### config.mk
export PLATFORM = sky130hd
export DESIGN_NAME = scg_top
export DESIGN_NICKNAME = d
export VERILOG_FILES = /design/src/common/scg_pkg.sv /design/src/rtl/scg_pwm_div.sv /design/src/rtl/scg_top.sv
export SDC_FILE = /design/constraint.sdc
export NUM_CORES = 1
export LEC_CHECK = 0
export BUFFER_PORTS_ARGS = -buffer_cell sky130_fd_sc_hd__clkbuf_2
export CAP_MARGIN = 30
export CORE_MARGIN = 5
export CORE_UTILIZATION = 45
export CTS_BUF_LIST = sky130_fd_sc_hd__clkbuf_4 sky130_fd_sc_hd__clkbuf_8
export DETAILED_ROUTE_END_ITERATION = 12
export GPL_ROUTABILITY_DRIVEN = 0
export PLACE_DENSITY = 0.69
export SLEW_MARGIN = 20
export SYNTH_ARGS = -nofsm -noshare
export SYNTH_HDL_FRONTEND = slang
export SYNTH_HIERARCHICAL = 1
export SYNTH_SLANG_ARGS = --single-unit
### constraint.sdc
create_clock -name clk -period 17.75 [get_ports clk]
set_input_delay 3.55 -clock clk [delete_from_list [all_inputs] [get_ports clk]]
set_output_delay 3.55 -clock clk [all_outputs]
set_load 0.1 [all_outputs]
### src/common/scg_pkg.sv
package scg_pkg;

  // Divider code is the power of two of the ratio.
  localparam int          DIV_W                = 3;
  localparam logic [2:0]  PWM_DIV_BY_ONE       = 3'h0;
  localparam logic [2:0]  PWM_DIV_BY_SIXTYFOUR = 3'h6;
  localparam logic [2:0]  PWM_DIV_RESET        = PWM_DIV_BY_ONE;
  localparam int          PWM_CNT_W            = 6;

  // Clocks between enabling a peripheral and it becoming usable.
  localparam int          ENABLE_DELAY_CYC     = 5;
  localparam int          DLY_W                = 3;
  localparam logic [2:0]  DLY_LOAD             = 3'(ENABLE_DELAY_CYC);

  // Reset values of the configuration bits.
  localparam logic        GATING_RESET         = 1'b0;

  typedef enum logic [0:0] {
    SCG_RUN   = 1'b0,
    SCG_SLEEP = 1'b1
  } scg_state_t;

  // Status read back by software.
  typedef struct packed {
    logic             in_sleep;
    logic             gating_en;
    logic [DIV_W-1:0] pwm_div;
  } scg_stat_t;

endpackage

### src/rtl/scg_pwm_div.sv
`timescale 1ns/10ps
module scg_pwm_div
  import scg_pkg::*;
(
  input  wire logic             clk,
  input  wire logic             rst,
  input  wire logic             en,
  input  wire logic [DIV_W-1:0] div_code,
  output logic                  tick
);

  logic [PWM_CNT_W-1:0] cnt_ff;
  logic [PWM_CNT_W-1:0] nxt_cnt;
  logic [PWM_CNT_W-1:0] limit;
  logic                 tick_ff;
  logic                 nxt_tick;

  ////////////////////////////////////////////////////////////////////////////
  // A tick every 2**div_code clocks; it holds when the PWM clock is gated.
  always_comb begin
    limit    = PWM_CNT_W'((7'h01 << div_code) - 7'h01);
    nxt_cnt  = cnt_ff;
    nxt_tick = 1'b0;
    if (en) begin
      if (cnt_ff >= limit) begin
        nxt_cnt  = '0;
        nxt_tick = 1'b1;
      end else begin
        nxt_cnt = cnt_ff + 6'h01;
      end
    end
  end

  // Count is cleared only by reset and at the end of a period, so a gated PWM resumes mid-period.
  always_ff @(posedge clk or posedge rst) begin
    if (rst) begin
      cnt_ff  <= '0;
      tick_ff <= 1'b0;
    end else begin
      cnt_ff  <= nxt_cnt;
      tick_ff <= nxt_tick;
    end
  end

  assign tick = tick_ff;

  a_div_one_tick: assert property (@(posedge clk) disable iff (rst)
    (en && div_code == PWM_DIV_BY_ONE && $stable(div_code)) |=> tick)
    else $error("divide by one did not tick every clock");

  a_div_gap_tick: assert property (@(posedge clk) disable iff (rst)
    (tick && div_code != PWM_DIV_BY_ONE && $stable(div_code)) |=> !tick)
    else $error("divided PWM tick came on back to back clocks");

endmodule

### src/rtl/scg_top.sv
`timescale 1ns/10ps
module scg_top
  import scg_pkg::*;
#(
  parameter int NUM_PERIPH = 32,
  parameter int PWM_IDX    = 20
)
(
  input  wire logic                  clk,
  input  wire logic                  rst,
  input  wire logic                  sleep_req,
  input  wire logic                  run_en_wr,
  input  wire logic [NUM_PERIPH-1:0] run_en_data,
  input  wire logic                  sleep_en_wr,
  input  wire logic [NUM_PERIPH-1:0] sleep_en_data,
  input  wire logic                  gating_wr,
  input  wire logic                  gating_data,
  input  wire logic                  pwm_div_wr,
  input  wire logic [DIV_W-1:0]      pwm_div_data,
  input  wire logic [NUM_PERIPH-1:0] periph_access,
  input  wire logic [NUM_PERIPH-1:0] periph_wake,
  output logic      [NUM_PERIPH-1:0] run_en_q,
  output logic      [NUM_PERIPH-1:0] sleep_en_q,
  output logic      [NUM_PERIPH-1:0] periph_clk_en,
  output logic      [NUM_PERIPH-1:0] periph_ready,
  output logic      [NUM_PERIPH-1:0] bus_fault,
  output scg_stat_t                  status,
  output logic                       wake_req,
  output logic                       pwm_tick
);

  scg_state_t            state_ff;
  scg_state_t            nxt_state;
  logic [NUM_PERIPH-1:0] run_en_ff;
  logic [NUM_PERIPH-1:0] nxt_run_en;
  logic [NUM_PERIPH-1:0] sleep_en_ff;
  logic [NUM_PERIPH-1:0] nxt_sleep_en;
  logic                  gating_ff;
  logic                  nxt_gating;
  logic [DIV_W-1:0]      pwm_div_ff;
  logic [DIV_W-1:0]      nxt_pwm_div;
  logic [NUM_PERIPH-1:0] clk_en_ff;
  logic [NUM_PERIPH-1:0] nxt_clk_en;
  logic [NUM_PERIPH-1:0] ready_ff;
  logic [NUM_PERIPH-1:0] fault_ff;
  logic [NUM_PERIPH-1:0] nxt_fault;
  logic                  wake_ff;
  logic                  nxt_wake;

  ////////////////////////////////////////////////////////////////////////////
  // Configuration bits written by software.
  always_comb begin
    nxt_run_en   = run_en_wr ? run_en_data : run_en_ff;
    nxt_sleep_en = sleep_en_wr ? sleep_en_data : sleep_en_ff;
    nxt_gating   = gating_wr ? gating_data : gating_ff;
    nxt_pwm_div  = pwm_div_ff;
    // An illegal divider code is dropped so the readback stays legal.
    if (pwm_div_wr && pwm_div_data <= PWM_DIV_BY_SIXTYFOUR) begin
      nxt_pwm_div = pwm_div_data;
    end
  end

  always_ff @(posedge clk or posedge rst) begin
    if (rst) begin
      run_en_ff   <= '0;
      sleep_en_ff <= '0;
      gating_ff   <= GATING_RESET;
      pwm_div_ff  <= PWM_DIV_RESET;
    end else begin
      run_en_ff   <= nxt_run_en;
      sleep_en_ff <= nxt_sleep_en;
      gating_ff   <= nxt_gating;
      pwm_div_ff  <= nxt_pwm_div;
    end
  end

  ////////////////////////////////////////////////////////////////////////////
  // Sleep tracking follows the processor's sleep level.
  always_comb begin
    case (state_ff)
      SCG_RUN: begin
        nxt_state = sleep_req ? SCG_SLEEP : SCG_RUN;
      end
      SCG_SLEEP: begin
        nxt_state = sleep_req ? SCG_SLEEP : SCG_RUN;
      end
      default: begin
        nxt_state = SCG_RUN;
      end
    endcase
  end

  always_ff @(posedge clk or posedge rst) begin
    if (rst) begin
      state_ff <= SCG_RUN;
    end else begin
      state_ff <= nxt_state;
    end
  end

  ////////////////////////////////////////////////////////////////////////////
  // Clock gate enables.  Gating never resets a peripheral, so its flops
  // simply hold their contents while the clock is stopped.
  always_comb begin
    nxt_clk_en = nxt_run_en;
    if (nxt_state == SCG_SLEEP && nxt_gating) begin
      nxt_clk_en = nxt_run_en & nxt_sleep_en;
    end
  end

  // Wake is only honoured from peripherals whose clock still runs.
  always_comb begin
    nxt_wake  = (state_ff == SCG_SLEEP) && |(periph_wake & clk_en_ff);
    nxt_fault = periph_access & ~ready_ff;
  end

  always_ff @(posedge clk or posedge rst) begin
    if (rst) begin
      clk_en_ff <= '0;
      wake_ff   <= 1'b0;
      fault_ff  <= '0;
    end else begin
      clk_en_ff <= nxt_clk_en;
      wake_ff   <= nxt_wake;
      fault_ff  <= nxt_fault;
    end
  end

  ////////////////////////////////////////////////////////////////////////////
  // Per peripheral settle counter, started when its run enable rises.
  for (genvar i = 0; i < NUM_PERIPH; i++) begin : g_settle
    logic [DLY_W-1:0] cnt_ff;
    logic [DLY_W-1:0] nxt_cnt;
    logic             nxt_ready;

    always_comb begin
      nxt_cnt = cnt_ff;
      if (nxt_run_en[i] && !run_en_ff[i]) begin
        nxt_cnt = DLY_LOAD;
      end else if (cnt_ff != '0) begin
        nxt_cnt = cnt_ff - 3'h1;
      end
      nxt_ready = run_en_ff[i] && (cnt_ff == 3'h1 || (cnt_ff == '0
                  && ready_ff[i]));
    end

    always_ff @(posedge clk or posedge rst) begin
      if (rst) begin
        cnt_ff      <= '0;
        ready_ff[i] <= 1'b0;
      end else begin
        cnt_ff      <= nxt_cnt;
        ready_ff[i] <= nxt_ready && nxt_run_en[i];
      end
    end
  end

  ////////////////////////////////////////////////////////////////////////////
  // PWM divider; its tick stops while the PWM clock itself is gated.
  scg_pwm_div u_pwm_div (
    .clk      (clk),
    .rst      (rst),
    .en       (clk_en_ff[PWM_IDX]),
    .div_code (pwm_div_ff),
    .tick     (pwm_tick)
  );

  // Outputs.
  assign run_en_q         = run_en_ff;
  assign sleep_en_q       = sleep_en_ff;
  assign periph_clk_en    = clk_en_ff;
  assign periph_ready     = ready_ff;
  assign bus_fault        = fault_ff;
  assign wake_req         = wake_ff;
  assign status           = '{in_sleep:  (state_ff == SCG_SLEEP),
                              gating_en: gating_ff,
                              pwm_div:   pwm_div_ff};

  ////////////////////////////////////////////////////////////////////////////
  // Checks.
  a_sleep_gate_off: assert property (@(posedge clk) disable iff (rst)
    (state_ff == SCG_SLEEP && gating_ff) |-> (clk_en_ff & ~sleep_en_ff) == '0)
    else $error("clock left running for a sleep-disabled peripheral");

  a_wake_restart: assert property (@(posedge clk) disable iff (rst)
    $fell(state_ff == SCG_SLEEP) |-> clk_en_ff == run_en_ff)
    else $error("clocks not restored on leaving sleep");

  a_gating_off_run: assert property (@(posedge clk) disable iff (rst)
    !gating_ff |-> clk_en_ff == run_en_ff)
    else $error("sleep enables acted while master gating was clear");

  a_sleep_en_keep: assert property (@(posedge clk) disable iff (rst)
    (clk_en_ff & sleep_en_ff) == (run_en_ff & sleep_en_ff))
    else $error("sleep-enabled peripheral lost its clock");

  a_wake_raise: assert property (@(posedge clk) disable iff (rst)
    (state_ff == SCG_SLEEP && |(periph_wake & clk_en_ff)) |=> wake_req)
    else $error("wake from clocked peripheral was not raised");

  a_div_legal: assert property (@(posedge clk) disable iff (rst)
    status.pwm_div <= PWM_DIV_BY_SIXTYFOUR)
    else $error("PWM divider readback holds an illegal code");

  a_settle_five: assert property (@(posedge clk) disable iff (rst)
    $rose(run_en_ff[0]) |-> !ready_ff[0] [*5] ##1
      (ready_ff[0] || !run_en_ff[0] || $past(run_en_ff[0], 5) == 1'b0
       && !run_en_ff[0]))
    else $error("peripheral ready time is not five clocks");

  a_early_fault: assert property (@(posedge clk) disable iff (rst)
    (periph_access[0] && !ready_ff[0]) |=> bus_fault[0])
    else $error("early access did not fault");

  a_late_no_fault: assert property (@(posedge clk) disable iff (rst)
    (periph_access[0] && ready_ff[0]) |=> !bus_fault[0])
    else $error("access to a ready peripheral faulted");

  a_pwm_gated_quiet: assert property (@(posedge clk) disable iff (rst)
    !clk_en_ff[PWM_IDX] |=> !pwm_tick)
    else $error("PWM tick ran while the PWM clock was gated");

  a_sleep_en_wr: assert property (@(posedge clk) disable iff (rst)
    sleep_en_wr |=> sleep_en_q == $past(sleep_en_data))
    else $error("sleep enable write not stored");

endmodule

* Yosys cells after proc, flatten, opt, wreduce, memory -nomap -nowiden
Index checks and enable logic that the tools add are counted.
** Cells by class
- $add $sub $neg :: 34
- Magnitude comparators :: 2
- Equality and inequality tests :: 32
- Shifts and indexed selects :: 1
- Mux-type cells :: 72
- Bitwise operators :: 4
- Reductions and logical operators :: 292
** Operators with widths (count)
- 3-bit two-way mux :: 64
- 1-bit logical AND :: 131
- 32-bit AND :: 3
- 3-bit by 1-bit equality test with 1-bit output, second input constant :: 32
- 3-bit zero test :: 32
- 32-bit two-way mux :: 3
- 3-bit nonzero test :: 32
- 3-bit by 1-bit subtractor with 3-bit output, second input constant :: 32
- 2-bit nonzero test :: 32
- 1-bit zero test :: 32
- 1-bit logical OR :: 32
- 32-bit NOT :: 1
- 32-bit OR reduction :: 1
- 6-bit by 1-bit adder with 6-bit output, second input constant :: 1
- 6-bit greater-or-equal comparator :: 1
- 6-bit two-way mux :: 1
- 1-bit by 3-bit left shift with 6-bit output, first input constant :: 1
- 6-bit by 1-bit subtractor with 6-bit output, second input constant :: 1
- 1-bit two-way mux :: 4
- 3-bit <= comparator, second input constant :: 1
** Storage, ports and cells
- Register bits after elaboration :: 269
- Output and inout bits :: 167

* Longest topological paths before layout
- Depth after elaboration :: 5
- Mapped depth :: 6

* Hierarchy
The synthesis kept the hierarchy.
** Modules (own cells, without submodules)
- scg_top :: times used 1, cells an instance 990, area each 12283.0 sq um
- scg_pwm_div :: times used 1, cells an instance 51, area each 548.0 sq um

* Least setup slack after synthesis
OpenSTA, ideal clock, no wires.
- Path type :: input to register
- Start point :: input port run_en_wr
- End point :: register g_settle[29].cnt_ff[2]
- Setup time :: 0.124 ns
- Arrival :: 4.411 ns
- Required time :: 17.626 ns
- Path slack :: 13.215 ns
- Stages :: 5
- Path buffers :: 2
- Cell sequence :: buf_6 > buf_6 > mux2i_2 > nor2_1 > a211o_1
** On the way
- Word-level cells in the longest chain between the ends :: 3
** RTL lines
- start: declaration :: line scg_top.sv:12 : input wire logic run_en_wr,
- 32-bit two-way mux * :: line scg_top.sv:53 : nxt_run_en = run_en_wr ? run_en_data : run_en_ff;
- 1-bit logical AND * :: line scg_top.sv:138 : if (nxt_run_en[i] && !run_en_ff[i]) begin
- 3-bit two-way mux or 2-bit nonzero test (tied branches)
- end signal: assignment :: line scg_top.sv:152 : cnt_ff <= nxt_cnt;
- end: declaration :: line scg_top.sv:132 : logic [DLY_W-1:0] cnt_ff;
Mark *: on every way between the ends. The rest lies on a longest branch, timed or not.
A chain may end at the register's enable or synchronous reset.

* Worst setup path after layout
- Start point :: register clk_en_ff[20] (netlist: periph_clk_en[20])
- End point :: output port periph_clk_en[20]
** RTL lines
- start: declaration :: line scg_top.sv:42 : logic [NUM_PERIPH-1:0] clk_en_ff;
- start signal: assignment :: line scg_top.sv:123 : clk_en_ff <= nxt_clk_en;
- end: declaration :: line scg_top.sv:24 : output logic [NUM_PERIPH-1:0] periph_clk_en,
No word-level cell between the ends.

==> summary.txt <==
Critical path
  – Worst path slowest cell: dfrtp_1
  – Setup crit start kind: flip-flop
  – Worst reg2reg setup slack: 15,950 ps
  – Critical path arrival: 1770 ps
  – CP max stage delay: 670 ps
  – Critical path capture point type: output pin
  – Crit path buffers/inverters: 1
  – CP Cell Sequence: clkbuf_2
  – Crit path kind: reg -> out
  – CP max FO: 10
  – Delay-heaviest family, CP: flip-flops
  – WP data required: 14,200 ps

STA
  – Final worst-path cycle share: 30.0%
  – Max Clk Rate: 188 MHz
  – Final setup fails: 0
  – Setup total negative slack: 0 ps
  – Tightest Pin Transition: 940 ps
  – Slew HR: 37.3%
  – Clk_skew: 12.5 ps
  – Final Hold Viols: 0
  – Final Max Slew Viols: 0
  – RSZ-0062 raised after global routing: false
  – Fin crit period: 5320 ps

Floorplanning
  – Die height: 179 microns
  – Core box area: 27,900 sq um
  – Std-Cell Rows: 61
  – Die W: 179 microns
  – Starting Density: 45.9%
  – Ports: 306
  – Die ar.: 32,000 sq um

Job
  – Maxcap violations: 0

Min path
  – HP Class: reg -> reg

Clock network
  – Setup bufs post-CTS: 0
  – CTS buffer count: 47
  – Post-CTS Hold Fix Bufs: 0
  – Clock Tree Root: clkbuf_8
  – CTS tree: yes
  – Clk buf depth: 3
  – Clk_lat worst skew: 530 ps
  – Worst-path clk slew: 60 ps
  – H-Tree Depth: 2
  – Clock Sinks: 269
  – PostCTS Resize Cnt: 0

Synth
  – Syn_nets: 1,283
  – Synth Area in Adders: 10.0%
  – Synth Area in Compound Gates: 7.88%
  – Synth top area share: 52.5%
  – Seq/Total Area, Yosys: 52.5%
  – Largest family of logic cells by synthesized area: simple AND/OR/NAND/NOR gates
  – Synthesized netlist cell count: 1,041
  – Ranking of synthesized cells by area: dfrtp_1 (52%), ha_1 (10%), nor4b_2 (3.3%), mux2_2 (3.2%), nor2b_1 (3.0%)
  – Multiplexer share of the synthesized area: 8.91%
  – Post-synthesis xor/xnor area fraction: 2.46%
  – Yosys reg bits: 269
  – Top_reg_cell synth: dfrtp_1
  – Mapped Avg Cell Area: 12.3 sq um
  – Post-synth EDFFs: 0
  – Mapped cell area: 12,800 sq um
  – Synth unique cells: 43
  – Simple-gate share of the synthesized area: 14.9%
  – Share of flip-flops with an asynchronous set or reset: 100%
  – Synth warnings: 6
  – Yosys top cell by area: dfrtp_1

Cells and area
  – Area grow syn2layout: 24.0%
  – Ratio of cells with drive above 1 in the final layout: 36.6%
  – Diode count: 0
  – Layout filler cell count: 2,404
  – Finished Cell Area: 15,900 sq um
  – # nets final: 1,625
  – Most frequent cells in the layout: clkbuf_2 (304), dfrtp_1 (269), ha_1 (103)
  – Most common cell after layout, fill and taps aside: clkbuf_2

Route
  – Remaining DRCs: 0
  – Drt pass-1 iters: 6
  – Routed via count: 8,665
  – Final wirelength: 28,900 microns
  – Routed Antenna Nets: 0
  – Initial DRC count: 303
  – Met3 wire len: 1950 microns
  – DR WL/cell: 16.1 microns
  – Via density: 4.82
  – Routed metal-1 wirelength: 12,400 microns
  – DR WL met2: 13,800 microns
  – Top Layer Used: met5

Global routing
  – Pin count of the biggest net entering global routing: 131
  – First-pass GRT wire length: 45,400 microns
  – Vias in the first global route: 8,942
  – Antenna violations before repair: 1
  – Gr ovfl total: 0
  – GRT Total Usage: 17.7%

Power
  – Total power: 2.62 mW
  – PD cells: 164 nW/um^2
  – LEAKAGE: 8.12 nW
  – Worst VDD drop: 0.0986 mV

Status
  – Status: complete, no violations

Place
  – Hpwl dp: 21,300 microns
  – Port Buf Inserts: 305
  – DP Area: 14,800 sq um
[flip-flops by register name (all words and copies together), names as in the netlist]
name,cells
run_en_q,32
u_pwm_div/cnt_ff,6
gating_ff,1
u_pwm_div/tick,1
periph_ready,32
wake_req,1
g_settle.cnt_ff,96
state_ff,1
periph_clk_en,32
sleep_en_q,32
pwm_div_ff,3
bus_fault,32
[per-stage QoR]
step	hold slack [ps]	instances	utilization, %	setup WS [ps]
floorplan	446	1041	-	6990
global placement	449	1710	52.8	11640
detailed placement	455	1711	52.9	12080
CTS	466	1796	56.9	12380
global route	481	1797	57.0	12330
finish	464	1797	57.0	12430
[worst register-to-register path: stages, from the launching register on]
cell and delay [ps]:
dfrtp_1 450, or3_1 400, ha_1 280, nand2b_4 150
a21oi_4 170, o211ai_1 120, mux2i_1 140
[final timing paths]
path,from,to,cells past startpoint
min,periph_ready[3]$_DFF_PP0_,bus_fault[3]$_DFF_PP0_,1
max reg2reg,pwm_div_ff[2]$_DFFE_PP0P_,u_pwm_div/cnt_ff[0]$_DFFE_PP0P_,6
max in group asynchronous,rst,bus_fault[27]$_DFF_PP0_,4
min reg2reg,periph_ready[3]$_DFF_PP0_,bus_fault[3]$_DFF_PP0_,1
max,periph_clk_en[20]$_DFF_PP0_,periph_clk_en[20],1
min in group asynchronous,rst,run_en_q[6]$_DFF_PP0_,2
[layer usage]
layer,vias up,global-route usage (%)
met5,-,0
met4,2,5.02
li1,4189,-
met3,54,4.18
met2,247,29.7
met1,4173,23.0
[synth_stat cells (3+ instances only)]
master	instances
a21oi_1	40
a22oi_1	16
buf_2	5
buf_4	5
buf_6	5
dfrtp_1	269
ha_1	103
inv_1	79
mux2_1	4
mux2_2	36
mux2_4	23
mux2i_1	32
nand2_1	98
nand2b_1	39
nand2b_2	23
nand4_1	5
nor2_1	40
nor2b_1	62
nor4b_2	28
o211a_1	30
o21a_1	32
o21ai_0	3
xnor2_1	33
xor2_1	3
[report_power, final]
part / internal [mW] / switching (mW) / leakage [nW]
clock network: 0.403 / 0.248 / 0.592
logic: 0.358 / 0.697 / 4.32
registers: 0.775 / 0.137 / 3.21
total: 1.54 / 1.08 / 8.12
[cell type report]
type / count / area (sq um) / area share (%)
Clock buffer: 80 / 1020 / 6.41
Tap cell: 378 / 473 / 2.97
Sequential cell: 269 / 6730 / 42.3
Multi-Input combinational cell: 676 / 5680 / 35.7
Timing Repair Buffer: 310 / 1610 / 10.1
Clock inverter: 5 / 100 / 0.629
Inverter: 79 / 304 / 1.91
[cell families (layout without fill, tap and decap cells)]
kind of cell | after synthesis | after routing
AOI/OAI and AO/OA | 133 | 133
DFF | 269 | 269
and+or+nand+nor | 307 | 307
buffers and inverters | 96 | 474
muxes | 97 | 97
adders and majority gates | 103 | 103
xor gates and xnor gates | 36 | 36
(Power assumes the default switching activity.)
